`src/rtl/e1fr_regs.svh`:
```
// Register offsets, field positions and sizes of the E1 framer channel register bank.
`ifndef E1FR_REGS_SVH
`define E1FR_REGS_SVH
`define E1FR_ADDR_W 12
`define E1FR_SIG_BASE 12'h500
`define E1FR_SIG_LAST 12'h51F
`define E1FR_BUF0_PORT 12'h600
`define E1FR_BUF1_PORT 12'h700
`define E1FR_LCV_UPPER 12'h900
`define E1FR_LCV_LOWER 12'h901
`define E1FR_CTL_SELECT 12'h11B
`define E1FR_TX_COUNT_1 12'h114
`define E1FR_TX_COUNT_2 12'h144
`define E1FR_TX_COUNT_3 12'h154
`define E1FR_RX_COUNT_1 12'h115
`define E1FR_RX_COUNT_2 12'h145
`define E1FR_RX_COUNT_3 12'h155
`define E1FR_IRQ_STATUS 12'hB00
`define E1FR_IRQ_MASK 12'hB01
`define E1FR_BUF_BYTES 7'h60
`define E1FR_BUF_LAST 7'h5F
`define E1FR_FLAG_BIT 7
`define E1FR_NUM_CTL 3
`define E1FR_NUM_TS 32
`define E1FR_RESET_BYTE 8'h00
`endif

```
`src/rtl/e1fr_pkg.sv`:
```
// Types shared by the two ends of the E1 framer register bank.
package e1fr_pkg;
    // Host sequencer states, Gray coded along idle, upper read, lower read, done.
    typedef enum logic [1:0] {
        E1FR_IDLE = 2'h0,
        E1FR_RD_HI = 2'h1,
        E1FR_RD_LO = 2'h3,
        E1FR_DONE = 2'h2
    } e1fr_host_state_type;
    // One timeslot's signaling bits, A in bit 3 down to D in bit 0.
    typedef logic [3:0] e1fr_sig_type;
endpackage

```
`src/rtl/e1fr_bus_if.sv`:
```
// Register bus joining the host end and the framer channel end.
`timescale 1ns/100ps
interface e1fr_bus_if;
    logic [11:0] addr; // Register offset within the channel.
    logic [7:0] wdata; // Write data.
    logic wr; // One-cycle write strobe.
    logic rd; // One-cycle read strobe.
    logic [7:0] rdata; // Read data, valid the cycle after rd.
    logic irq; // Level interrupt from the channel.
    modport dev (input addr, input wdata, input wr, input rd, output rdata, output irq);
    modport host (output addr, output wdata, output wr, output rd, input rdata, input irq);
endinterface

```
`src/rtl/e1fr_channel.sv`:
```
// Framer channel end: signaling array, message buffers, violation counter, interrupts.
//
// Contract
// - Read-only signaling entry per timeslot 0..31.
// - Debounce updates after two equal superframes.
// - Debounce keeps entry when superframes differ.
// - Without debounce, entry follows every change.
// - Buffer zero is an 8-bit 96-byte port.
// - Every port access advances the byte pointer.
// - Buffer one is a second 96-byte port.
// - Select register routes buffers to one controller.
// - Transmit count bit 7 shows free buffer.
// - Written message is handed over for sending.
// - Received message raises interrupt, bit 7 names buffer.
// - Sixteen-bit violation count, upper byte here.
// - Reading the counter clears it.
// - Upper byte read first, then lower byte.
`timescale 1ns/100ps
`include "e1fr_regs.svh"
module e1fr_channel #(
    parameter int NUM_CTL = `E1FR_NUM_CTL,
    parameter int NUM_TS = `E1FR_NUM_TS
) (
    // Clock and reset.
    input wire logic i_sys_clk,
    input wire logic i_rst,
    // Register bus from the host.
    e1fr_bus_if.dev bus,
    // Receive signaling from the framer, one pulse per timeslot per superframe.
    input wire logic i_sig_valid,
    input wire logic [4:0] i_sig_ts,
    input wire e1fr_pkg::e1fr_sig_type i_sig_bits,
    input wire logic i_sig_en,
    input wire logic i_debounce_en,
    // Line code violation pulse from the receive framer.
    input wire logic i_lcv,
    // Message controller side.
    input wire logic [NUM_CTL-1:0] i_tx_free_buf,
    input wire logic [NUM_CTL-1:0] i_rx_buf_ptr,
    input wire logic [NUM_CTL-1:0] i_rx_done,
    input wire logic i_ctl_buf,
    input wire logic [6:0] i_ctl_addr,
    input wire logic i_ctl_we,
    input wire logic [7:0] i_ctl_wdata,
    output logic [7:0] o_ctl_rdata,
    output logic [1:0] o_ctl_sel,
    output logic o_tx_msg_ready,
    output logic o_tx_msg_buf
);
    ////////////////////////////////////////////////////////////////////////////////
    // Helpers.
    ////////////////////////////////////////////////////////////////////////////////

    // Pointer advance that wraps after the last byte of a message.
    function automatic logic [6:0] e1fr_next_ptr(input logic [6:0] ptr);
        e1fr_next_ptr = (ptr == `E1FR_BUF_LAST) ? 7'h00 : ptr + 7'h01;
    endfunction

    ////////////////////////////////////////////////////////////////////////////////
    // Storage.
    ////////////////////////////////////////////////////////////////////////////////

    e1fr_pkg::e1fr_sig_type sig_array [NUM_TS]; // Stored entries seen by the host.
    e1fr_pkg::e1fr_sig_type sig_prev [NUM_TS]; // Last superframe sample per timeslot.
    logic [7:0] buf0 [`E1FR_BUF_BYTES]; // Message buffer zero.
    logic [7:0] buf1 [`E1FR_BUF_BYTES]; // Message buffer one.
    logic [6:0] ptr0; // Host byte pointer of buffer zero.
    logic [6:0] ptr1; // Host byte pointer of buffer one.
    logic [1:0] ctl_sel; // Selected message controller.
    logic [15:0] lcv_count; // Running violation count.
    logic [7:0] lcv_hold; // Lower byte frozen by the upper read.
    logic [NUM_CTL-1:0] irq_status; // Sticky end-of-message flags.
    logic [NUM_CTL-1:0] irq_mask; // Enables for the flags.
    logic [7:0] rdata; // Registered read data.

    ////////////////////////////////////////////////////////////////////////////////
    // Address decode.
    ////////////////////////////////////////////////////////////////////////////////

    wire hit_sig = (bus.addr >= `E1FR_SIG_BASE) && (bus.addr <= `E1FR_SIG_LAST);
    wire hit_buf0 = (bus.addr == `E1FR_BUF0_PORT);
    wire hit_buf1 = (bus.addr == `E1FR_BUF1_PORT);
    wire hit_lcv_hi = (bus.addr == `E1FR_LCV_UPPER);
    wire hit_lcv_lo = (bus.addr == `E1FR_LCV_LOWER);
    wire hit_sel = (bus.addr == `E1FR_CTL_SELECT);
    wire hit_stat = (bus.addr == `E1FR_IRQ_STATUS);
    wire hit_mask = (bus.addr == `E1FR_IRQ_MASK);
    wire acc0 = (bus.wr || bus.rd) && hit_buf0;
    wire acc1 = (bus.wr || bus.rd) && hit_buf1;
    wire [4:0] sig_idx = bus.addr[4:0];
    wire deb_active = i_sig_en && i_debounce_en;
    wire [NUM_CTL-1:0] stat_clear = (bus.wr && hit_stat) ? bus.wdata[NUM_CTL-1:0] : '0;
    wire lcv_clear = bus.rd && hit_lcv_hi;
    // Transmit and receive byte-count offsets, one pair per controller.
    wire hit_tx_cnt = (bus.addr == `E1FR_TX_COUNT_1) || (bus.addr == `E1FR_TX_COUNT_2)
                      || (bus.addr == `E1FR_TX_COUNT_3);
    wire hit_rx_cnt = (bus.addr == `E1FR_RX_COUNT_1) || (bus.addr == `E1FR_RX_COUNT_2)
                      || (bus.addr == `E1FR_RX_COUNT_3);
    // The count registers of the controllers differ only in bits 7:4 (1, 4, 5); pick its flag from them.
    wire [1:0] cnt_ctl = (bus.addr[7:4] == 4'h1) ? 2'h0 :
                         (bus.addr[7:4] == 4'h4) ? 2'h1 : 2'h2;
    wire tx_flag = i_tx_free_buf[cnt_ctl];
    wire rx_flag = i_rx_buf_ptr[cnt_ctl];

    ////////////////////////////////////////////////////////////////////////////////
    // Read data selection, answered in the cycle after the strobe.
    ////////////////////////////////////////////////////////////////////////////////

    wire [7:0] next_rdata =
        hit_sig ? {4'h0, sig_array[sig_idx]} :
        hit_buf0 ? buf0[ptr0] :
        hit_buf1 ? buf1[ptr1] :
        hit_lcv_hi ? lcv_count[15:8] :
        hit_lcv_lo ? lcv_hold :
        hit_sel ? {6'h00, ctl_sel} :
        hit_tx_cnt ? {tx_flag, 7'h00} :
        hit_rx_cnt ? {rx_flag, 7'h00} :
        hit_stat ? {{(8 - NUM_CTL){1'b0}}, irq_status} :
        hit_mask ? {{(8 - NUM_CTL){1'b0}}, irq_mask} :
        `E1FR_RESET_BYTE;

    // Read data register; unmapped offsets read as zero.
    always_ff @(posedge i_sys_clk) begin
        if (i_rst) begin
            rdata <= `E1FR_RESET_BYTE;
        end else if (bus.rd) begin
            rdata <= next_rdata;
        end else begin
            rdata <= `E1FR_RESET_BYTE;
        end
    end
    assign bus.rdata = rdata;

    ////////////////////////////////////////////////////////////////////////////////
    // Signaling array.
    ////////////////////////////////////////////////////////////////////////////////

    // The previous sample is kept even without debounce so that enabling it later
    // compares against a real superframe rather than a stale reset value.
    always_ff @(posedge i_sys_clk) begin
        if (i_rst) begin
            for (int i = 0; i < NUM_TS; i++) begin
                sig_array[i] <= 4'h0;
                sig_prev[i] <= 4'h0;
            end
        end else if (i_sig_valid) begin
            sig_prev[i_sig_ts] <= i_sig_bits;
            if (!deb_active) begin
                sig_array[i_sig_ts] <= i_sig_bits;
            end else if (i_sig_bits == sig_prev[i_sig_ts]) begin
                sig_array[i_sig_ts] <= i_sig_bits;
            end
            // A differing pair of superframes leaves the entry as it is.
        end
    end

    ////////////////////////////////////////////////////////////////////////////////
    // Message buffers and controller selection.
    ////////////////////////////////////////////////////////////////////////////////

    // Byte pointers advance on both reads and writes of a port.
    always_ff @(posedge i_sys_clk) begin
        if (i_rst) begin
            ptr0 <= 7'h00;
            ptr1 <= 7'h00;
            ctl_sel <= 2'h0;
        end else begin
            if (acc0) begin
                ptr0 <= e1fr_next_ptr(ptr0);
            end
            if (acc1) begin
                ptr1 <= e1fr_next_ptr(ptr1);
            end
            // Changing controller restarts both messages at their first byte.
            if (bus.wr && hit_sel) begin
                ctl_sel <= bus.wdata[1:0];
                ptr0 <= 7'h00;
                ptr1 <= 7'h00;
            end
        end
    end

    // Buffer contents; the host port wins over a controller write to the same buffer,
    // which a controller should never attempt while the host owns that buffer.
    always_ff @(posedge i_sys_clk) begin
        if (bus.wr && hit_buf0) begin
            buf0[ptr0] <= bus.wdata;
        end else if (i_ctl_we && !i_ctl_buf) begin
            buf0[i_ctl_addr] <= i_ctl_wdata;
        end
        if (bus.wr && hit_buf1) begin
            buf1[ptr1] <= bus.wdata;
        end else if (i_ctl_we && i_ctl_buf) begin
            buf1[i_ctl_addr] <= i_ctl_wdata;
        end
    end

    // Controller read port and the hand-over pulse when the last byte is written.
    always_ff @(posedge i_sys_clk) begin
        if (i_rst) begin
            o_ctl_rdata <= `E1FR_RESET_BYTE;
            o_tx_msg_ready <= 1'b0;
            o_tx_msg_buf <= 1'b0;
        end else begin
            o_ctl_rdata <= i_ctl_buf ? buf1[i_ctl_addr] : buf0[i_ctl_addr];
            o_tx_msg_ready <= 1'b0;
            if (bus.wr && hit_buf0 && ptr0 == `E1FR_BUF_LAST) begin
                o_tx_msg_ready <= 1'b1;
                o_tx_msg_buf <= 1'b0;
            end else if (bus.wr && hit_buf1 && ptr1 == `E1FR_BUF_LAST) begin
                o_tx_msg_ready <= 1'b1;
                o_tx_msg_buf <= 1'b1;
            end
        end
    end
    assign o_ctl_sel = ctl_sel;

    ////////////////////////////////////////////////////////////////////////////////
    // Line code violation counter.
    ////////////////////////////////////////////////////////////////////////////////

    // Reading the upper byte clears the count and freezes the lower byte; a violation
    // in that same cycle becomes the first count of the new interval.
    always_ff @(posedge i_sys_clk) begin
        if (i_rst) begin
            lcv_count <= 16'h0000;
            lcv_hold <= `E1FR_RESET_BYTE;
        end else if (lcv_clear) begin
            lcv_hold <= lcv_count[7:0];
            lcv_count <= {15'h0000, i_lcv};
        end else if (i_lcv && lcv_count != 16'hFFFF) begin
            lcv_count <= lcv_count + 16'h0001;
        end
    end

    ////////////////////////////////////////////////////////////////////////////////
    // Interrupts.
    ////////////////////////////////////////////////////////////////////////////////

    // Sticky flags, cleared by writing one; a new event beats a clear in one cycle.
    always_ff @(posedge i_sys_clk) begin
        if (i_rst) begin
            irq_status <= '0;
            irq_mask <= '0;
        end else begin
            irq_status <= (irq_status & ~stat_clear) | i_rx_done;
            if (bus.wr && hit_mask) begin
                irq_mask <= bus.wdata[NUM_CTL-1:0];
            end
        end
    end
    assign bus.irq = |(irq_status & irq_mask);
endmodule

```
`src/flat_wrapper.sv`:
```
// flat-port wrapper written by rule: the top's interface ports become plain ports
module e1fr_channel_flat 
#(
    parameter int NUM_CTL = `E1FR_NUM_CTL,
    parameter int NUM_TS = `E1FR_NUM_TS
)
  (i_sys_clk, i_rst, i_sig_valid, i_sig_ts, i_sig_bits, i_sig_en, i_debounce_en, i_lcv, i_tx_free_buf, i_rx_buf_ptr, i_rx_done, i_ctl_buf, i_ctl_addr, i_ctl_we, i_ctl_wdata, o_ctl_rdata, o_ctl_sel, o_tx_msg_ready, o_tx_msg_buf, bus_addr, bus_wdata, bus_wr, bus_rd, bus_rdata, bus_irq);
  e1fr_bus_if bus_i ();
  input wire logic i_sys_clk;
  input wire logic i_rst;
  input wire logic i_sig_valid;
  input wire logic [4:0] i_sig_ts;
  input wire e1fr_pkg::e1fr_sig_type i_sig_bits;
  input wire logic i_sig_en;
  input wire logic i_debounce_en;
  input wire logic i_lcv;
  input wire logic [NUM_CTL-1:0] i_tx_free_buf;
  input wire logic [NUM_CTL-1:0] i_rx_buf_ptr;
  input wire logic [NUM_CTL-1:0] i_rx_done;
  input wire logic i_ctl_buf;
  input wire logic [6:0] i_ctl_addr;
  input wire logic i_ctl_we;
  input wire logic [7:0] i_ctl_wdata;
  output logic [7:0] o_ctl_rdata;
  output logic [1:0] o_ctl_sel;
  output logic o_tx_msg_ready;
  output logic o_tx_msg_buf;
  input wire logic [$bits(bus_i.addr)-1:0] bus_addr;
  input wire logic [$bits(bus_i.wdata)-1:0] bus_wdata;
  input wire logic [$bits(bus_i.wr)-1:0] bus_wr;
  input wire logic [$bits(bus_i.rd)-1:0] bus_rd;
  output wire logic [$bits(bus_i.rdata)-1:0] bus_rdata;
  output wire logic [$bits(bus_i.irq)-1:0] bus_irq;
  assign bus_i.addr = bus_addr;
  assign bus_i.wdata = bus_wdata;
  assign bus_i.wr = bus_wr;
  assign bus_i.rd = bus_rd;
  assign bus_rdata = bus_i.rdata;
  assign bus_irq = bus_i.irq;
  e1fr_channel #(.NUM_CTL(NUM_CTL), .NUM_TS(NUM_TS)) u_core (.i_sys_clk(i_sys_clk), .i_rst(i_rst), .bus(bus_i), .i_sig_valid(i_sig_valid), .i_sig_ts(i_sig_ts), .i_sig_bits(i_sig_bits), .i_sig_en(i_sig_en), .i_debounce_en(i_debounce_en), .i_lcv(i_lcv), .i_tx_free_buf(i_tx_free_buf), .i_rx_buf_ptr(i_rx_buf_ptr), .i_rx_done(i_rx_done), .i_ctl_buf(i_ctl_buf), .i_ctl_addr(i_ctl_addr), .i_ctl_we(i_ctl_we), .i_ctl_wdata(i_ctl_wdata), .o_ctl_rdata(o_ctl_rdata), .o_ctl_sel(o_ctl_sel), .o_tx_msg_ready(o_tx_msg_ready), .o_tx_msg_buf(o_tx_msg_buf));
endmodule
```
`config.mk`:
```
export PLATFORM = sky130hd
export DESIGN_NAME = e1fr_channel_flat
export DESIGN_NICKNAME = d
export VERILOG_FILES = /design/src/rtl/e1fr_pkg.sv /design/src/rtl/e1fr_bus_if.sv /design/src/rtl/e1fr_channel.sv /design/src/flat_wrapper.sv
export VERILOG_INCLUDE_DIRS = /design/src /design/src/rtl
export SDC_FILE = /design/constraint.sdc
export NUM_CORES = 2
export LEC_CHECK = 0
export ABC_AREA = 1
export BUFFER_PORTS_ARGS = -buffer_cell sky130_fd_sc_hd__buf_4
export CAP_MARGIN = 20
export CORE_ASPECT_RATIO = 0.9
export CORE_MARGIN = 2
export CORE_UTILIZATION = 40
export CTS_BUF_LIST = sky130_fd_sc_hd__clkbuf_8 sky130_fd_sc_hd__clkbuf_16
export CTS_CLUSTER_SIZE = 28
export DETAILED_ROUTE_END_ITERATION = 10
export GPL_ROUTABILITY_DRIVEN = 1
export PLACE_DENSITY_LB_ADDON = 0.1
export SLEW_MARGIN = 40
export SYNTH_ARGS = -nofsm -noshare
export SYNTH_HDL_FRONTEND = slang
export SYNTH_SLANG_ARGS = --single-unit
```
`constraint.sdc`:
```
create_clock -name i_sys_clk -period 7.1 [get_ports i_sys_clk]
set_input_delay 0.355 -clock i_sys_clk [delete_from_list [all_inputs] [get_ports i_sys_clk]]
set_output_delay 0.355 -clock i_sys_clk [all_outputs]
set_load 0.01 [all_outputs]
```
After elaboration in Yosys (flattened, before gate mapping)

Memory sizes are Yosys's and may differ from the RTL's. A register that Yosys moved wholly into a read port is not among the register bits.
Index checks and enable logic that the tools add are counted.

Register bits after elaboration: 64
Bits in writable memories: 1792
Input bits: 63
Output and inout bits: 21
Memories kept: 4

Memory list:

| memory           | words | bits a word | read ports | clocked after Yosys merged registers in | write ports | RTL line           | source |
|---|---|---|---|---|---|---|---|
| u_core.buf0      | 96    | 8           | 2          | 1                                       | 1           | e1fr_channel.sv:65 | `` logic [7:0] buf0 [`E1FR_BUF_BYTES]; `` |
| u_core.buf1      | 96    | 8           | 2          | 1                                       | 1           | e1fr_channel.sv:66 | `` logic [7:0] buf1 [`E1FR_BUF_BYTES]; `` |
| u_core.sig_array | 32    | 4           | 1          | 0                                       | 32          | e1fr_channel.sv:63 | `e1fr_pkg::e1fr_sig_type sig_array [NUM_TS];` |
| u_core.sig_prev  | 32    | 4           | 1          | 0                                       | 32          | e1fr_channel.sv:64 | `e1fr_pkg::e1fr_sig_type sig_prev [NUM_TS];` |

Add/sub/neg operators: 3
Magnitude comparators: 3
Equality and inequality tests: 19
Mux-type cells: 65
Bitwise gates (word level): 6
Reductions and logical operators: 32

Operator list:

| kind                  | number |
|---|---|
| $mux 8                | 11 |
| $eq 12x9->1 const B   | 7 |
| $mux 7                | 8 |
| $eq 12x12->1 const B  | 4 |
| $mux 1                | 34 |
| $eq 12x11->1 const B  | 2 |
| $add 16x1->16 const B | 1 |
| $mux 4                | 4 |
| $ne 16x16->1 const B  | 1 |
| $reduce_or 8->1       | 2 |
| $logic_and 1x1->1     | 15 |
| $add 7x1->7 const B   | 2 |
| $eq 7x7->1 const B    | 2 |
| $ge 12x11->1 const B  | 1 |
| $le 12x11->1 const B  | 1 |
| $mux 5                | 2 |
| $reduce_or 2->1       | 4 |
| $reduce_or 4->1       | 2 |
| $and 3x3->3           | 2 |
| $mux 3                | 2 |
| $reduce_or 3->1       | 2 |
| $logic_or 1x1->1      | 5 |
| $bmux 1 s2            | 2 |
| $eq 4x1->1 const B    | 1 |
| other kinds (10)      | 11 |

Depth between registers and ports, before layout

Depth after elaboration: 13
Gate-level depth with buffers: 18
Gate-level depth less buffers: 15

Least setup slack after synthesis

OpenSTA, ideal clock, no wires.

Path kind: input -> register
Start: input port bus_addr[2]
End: memory u_core.buf1[0][0], data pin
Setup time: 0.950 ns
Data arrival time: 5.164 ns
Data required time: 6.150 ns
Path slack: 0.986 ns
Stages on the path: 12
Cell sequence: inv_2 > nand2_1 > inv_2 > nand4_4 > inv_2 > nand2_4 > inv_4 > nand2_2 > nand3_2 > buf_2 > clkbuf_1 > o21ai_0

Longest elaborated chain between the ends: 6

Ends and longest elaborated chain:

| what                             | RTL line            | source |
|---|---|---|
| start: declaration               | flat_wrapper.sv:28  | `input wire logic [$bits(bus_i.addr)-1:0] bus_addr;` |
| $eq 12x11->1 (no source line)    | --                  |  |
| $logic_and 1x1->1                | e1fr_channel.sv:191 | `if (bus.wr && hit_buf1) begin` |
| $mux 1                           | e1fr_channel.sv:191 |  |
| $mux 1 (implied by the code)     | e1fr_channel.sv:194 | `buf1[i_ctl_addr] <= i_ctl_wdata;` |
| $reduce_or 8->1 (no source line) | --                  |  |
| $mux 8 (no source line)          | --                  |  |
| end: declaration                 | e1fr_channel.sv:66  |  |

No other way between the ends.

Worst setup path in the final report

Start: input port bus_addr[0]
End: memory u_core.buf1[12][3] (enable)

Longest elaborated chain between the ends: 6

Ends and longest elaborated chain:

| what                                                     | RTL line |
|---|---|
| $eq 12x11->1 (no source line) *                          | -- |
| $logic_and 1x1->1 *                                      | e1fr_channel.sv:191 |
| $mux 1                                                   | e1fr_channel.sv:191 |
| $mux 1 (implied by the code)                             | e1fr_channel.sv:194 |
| $reduce_or 8->1 (no source line)                         | -- |
| $mux 7 (no source line) / $mux 1 (equally long branches) | -- |

Every way passes the cells marked *; elsewhere a longest branch is shown, timed or not.

==> metrics.txt <==
crit path time final=4.554 ns; crit share post-route=64.14%; I/O Buffers=83; Post-Syn Instances=9,813; Crit. path cell count=14; Synth Area in Adders=0.04100%; Critical Path AT=about 5.0 ns; placed wire-length estimate=212,000 um; Final Hold Viols=0; vias in the first global route=71,610; largest net degree at the start of global routing=166; slowest stage cell, crit path=nor2_1; main combinational cell family by area after synthesis=simple AND/OR/NAND/NOR gates; RePlAce Congestion=0.9076; WL per Instance=27.64 um; Finish-stage setup viols=0; final slew viol count=0; Clock Pin Slew Worst Setup and Hold Paths=approximately 0.06 ns; syn_nets=9,879; first-pass iteration count of the detailed router=7; Initial Util=between 40% and 50%; setup_tns=0 ns; max-cap violations=0; async set-reset flop share out of synthesis=0%; crit path capture type=register; slowest cell delay on critical path=approximately 0.84 ns; Max IR drop VDD=0.0002535 V; Slew @ Worst Pin=1.005 ns; f_max=0.2196 GHz; post-synthesis sequential element count=1,870; crit-path cells=buf_4 > inv_2 > nand2_2 > inv_2 > nand4_4 > inv_2 > nand2_4 > inv_4 > nand2_2 > nand3_2 > nand2_1 > o21ai_4 > nand4_2 > nor2_1; CP Data Required Time=7.53 ns; DRC viols=0; crit path launch type=input pin; syn_area_per_cell=9.330 sq um; cell count of the worst reg-to-reg path=14; Synth Area in XOR/XNOR=0.02870%; skew final=0.05720 ns; Pleak=35.28 nW; Worst Path Buf+Inv=5; Ports=84; Die Width=508.3 um; class of the worst hold path=input pin to register; vias post-DR=between 70,000 and 80,000; multiplexer share of the synthesized area=0%; first-pass GRT wire length=506,900 um; Synth Area in Simple Gates=a little under a quarter; Cells after DPL=roughly 12,000; RSZ-0062 raised after global routing=no; Layout area overhead=10.84%; clock root buffer=clkbuf_16; r2r setup slk=2.98 ns; clock buffer depth=3; yosys synthesis warning count=0; number of buffers created by CTS=194; CTS tree=yes; antenna violations before repair=5; Rel. slew slack=32.99%; nets@finish=about 9,600; GRT overflow=0; WS Path Type=input pin to register; Routed Wire Length=350,400 um; Crit path top cell by count=inv_2; Crit Path Max Fanout=66; layout cells sized above 1=6.562%; Die Ht=457.9 um; all-layer global routing usage=29.29%; Final ANT Viol Nets=0; Post-synth EDFFs=1,792; Compound-Gate Fraction of Synth Area=between 10% and 20%; Die ar.=232,700 sq um; synth unique cells=52; power density cells=239.7 nW/um^2; H-tree depth=4; outcome=completed; core region area=227,400 sq um; final std cells w/o fill=12,670; clock sinks=1,870; register area share after synthesis=60.48%; CP delay by family, top=simple AND/OR/NAND/NOR gates; via density per instance=just over 6; Initial DRC Count=11,510; num rows=166; Post-Syn Area=around 90,000 sq um; Synth Flop Type=edfxtp_1; Worst-Skew Late Latency=between 0.8 and 0.9 ns; WHS Path Cells=5; fin util=44.62%
[cells in the mapped netlist, types with 2 or more instances]
library cell	n	area, sq um
o21ai_2	8	70.07
o31ai_1	26	195.2
edfxtp_1	1792	53810
o21ai_4	3	48.80
nand4_4	8	170.2
o21a_1	2	15.01
dfxtp_1	78	1562
o221ai_1	260	2277
o21ai_0	1042	5215
nor2_1	1451	5446
inv_2	24	90.09
clkinv_1	5	18.77
inv_1	181	679.4
o211ai_1	62	465.5
nor4_1	4	25.02
o21ai_1	3	15.01
a21boi_1	38	285.3
xor2_1	2	17.52
buf_4	5	37.54
o2111ai_1	2	17.52
nor3b_1	5	37.54
o22ai_1	153	957.2
a21oi_1	220	1101
clkbuf_1	604	2267
a22oi_1	64	480.5
buf_1	84	315.3
nand3_2	2	20.02
nand2_2	9	56.30
a31oi_1	4	25.02
nor3_1	31	155.2
a211oi_1	2	15.01
nand3_1	1346	6736
nand4_1	24	150.1
ha_1	3	37.54
nor2_2	7	43.79
a21boi_0	14	105.1
buf_2	62	310.3
nand2_1	2167	8134
nand3b_1	2	15.01
and3_1	2	12.51
[per-layer routing]
layer / track usage [%] / up-vias / routed length (um)
li1: - / 34200 / -
met1: 42.53 / 38110 / 146800
met2: 43.54 / 4924 / 152200
met3: 5.910 / 661 / 38560
met4: 9.883 / 2 / 12770
met5: 0 / - / 8
[final timing paths]
kind	to	from
setup / recovery	u_core.buf1[12][3]$_DFFE_PP_	bus_addr[0]
hold / removal	u_core.bus.rdata[1]$_SDFF_PP0_	bus_addr[4]
setup reg to reg	u_core.bus.rdata[3]$_SDFF_PP0_	register
hold reg to reg	u_core.lcv_hold[3]$_SDFFE_PP0P_	u_core.lcv_hold[3]$_SDFFE_PP0P_
[kinds of logic after synthesis]
logic type,count (synthesis)
AND/OR/NAND/NOR,5065
flip-flops,1870
XOR/XNOR,3
AO/OA/AOI/OAI,1905
buffers and inverters,967
adder cells (fa/ha/maj),3
[state kept, by name, indices dropped and copies added (netlist names), named ones only]
name	cells
u_core.o_ctl_sel	2
u_core.lcv_hold	8
u_core.lcv_count	16
u_core.irq_status	3
u_core.buf0	768
u_core.buf1	768
u_core.bus.rdata	8
u_core.irq_mask	3
u_core.o_ctl_rdata	8
u_core.sig_array	128
u_core.o_tx_msg_buf	1
u_core.sig_prev	128
u_core.ptr0	7
u_core.ptr1	7
u_core.o_tx_msg_ready	1
[report_power, final]
| group | internal [W] | switching [W] | leakage [nW] |
|---|---|---|---|
| registers | 0.0122 | 0.0000410 | 17.1 |
| logic | 0.000377 | 0.00137 | 15.0 |
| clock network | 0.00580 | 0.00450 | 3.24 |
| total | 0.0184 | 0.00591 | 35.3 |
[final cells by class]
| class | instances | area [sq um] |
|---|---|---|
| Antenna cell | 3 | 7.507 |
| Sequential cell | 1870 | 55400 |
| Clock buffer | 197 | 4907 |
| Fill cell | 21410 | 126000 |
| Tap cell | 3024 | 3784 |
| Timing Repair Buffer | 235 | 2385 |
| Clock inverter | 158 | 1444 |
| Multi-Input combinational cell | 6976 | 32700 |
| Inverter | 211 | 854.6 |
[timing repair]
item	in CTS	in global routing
endpoints found under the hold margin	28	0
gates resized for setup	0	0
hold buffers	18	0
buffers inserted	0	0
[stage by stage]
stage | power (W) | hold slack, ns | setup slack, ns | instance area (sq um)
finish | 0.02432 | 0.06831 | 2.546 | 101500
global route | 0.02497 | 0.06335 | 2.334 | 101500
CTS | 0.02441 | 0.01361 | 2.651 | 101400
detailed placement | 0.01421 | 0.4454 | 1.805 | 94830
global placement | 0.01419 | 0.4415 | 1.666 | 94650
floorplan | 0.01344 | 0.4246 | 0.9862 | 91560
[worst register-to-register path, stage by stage (launching register included)]
cell and delay, ns:
dfxtp_4 0.80, inv_6 0.40, buf_16 0.34, buf_12 0.32
nand3_1 0.51, nand3_1 0.14, nand2_1 0.13, nand2_1 0.05
nand3_1 0.27, nand3_1 0.12, nand3_1 0.29, nand3_1 0.35
nand4_1 0.20, nand2_1 0.08, inv_1 0.06
[layout by cell type, fill, tap and decap left out, types with 10 or more instances in the layout]
| master | count |
|---|---|
| clkbuf_16 | 195 |
| nor2_2 | 28 |
| inv_2 | 27 |
| o31ai_1 | 25 |
| o221ai_1 | 260 |
| a21boi_0 | 14 |
| a21boi_1 | 38 |
| a21oi_1 | 220 |
| bufinv_16 | 21 |
| nand3_1 | 1346 |
| nor2_1 | 1430 |
| buf_8 | 10 |
| a22oi_1 | 64 |
| dfxtp_1 | 70 |
| nand4_1 | 24 |
| o22ai_1 | 153 |
| o211ai_1 | 62 |
| clkinv_1 | 35 |
| o21ai_0 | 1023 |
| buf_4 | 167 |
| dlygate4sd3_1 | 18 |
| buf_12 | 36 |
| clkinvlp_4 | 11 |
| edfxtp_1 | 1792 |
| o21ai_4 | 19 |
| nor3_1 | 29 |
| inv_1 | 207 |
| clkinv_2 | 35 |
| nand2_1 | 2167 |
Note: power is estimated with default switching activity, not from simulation.
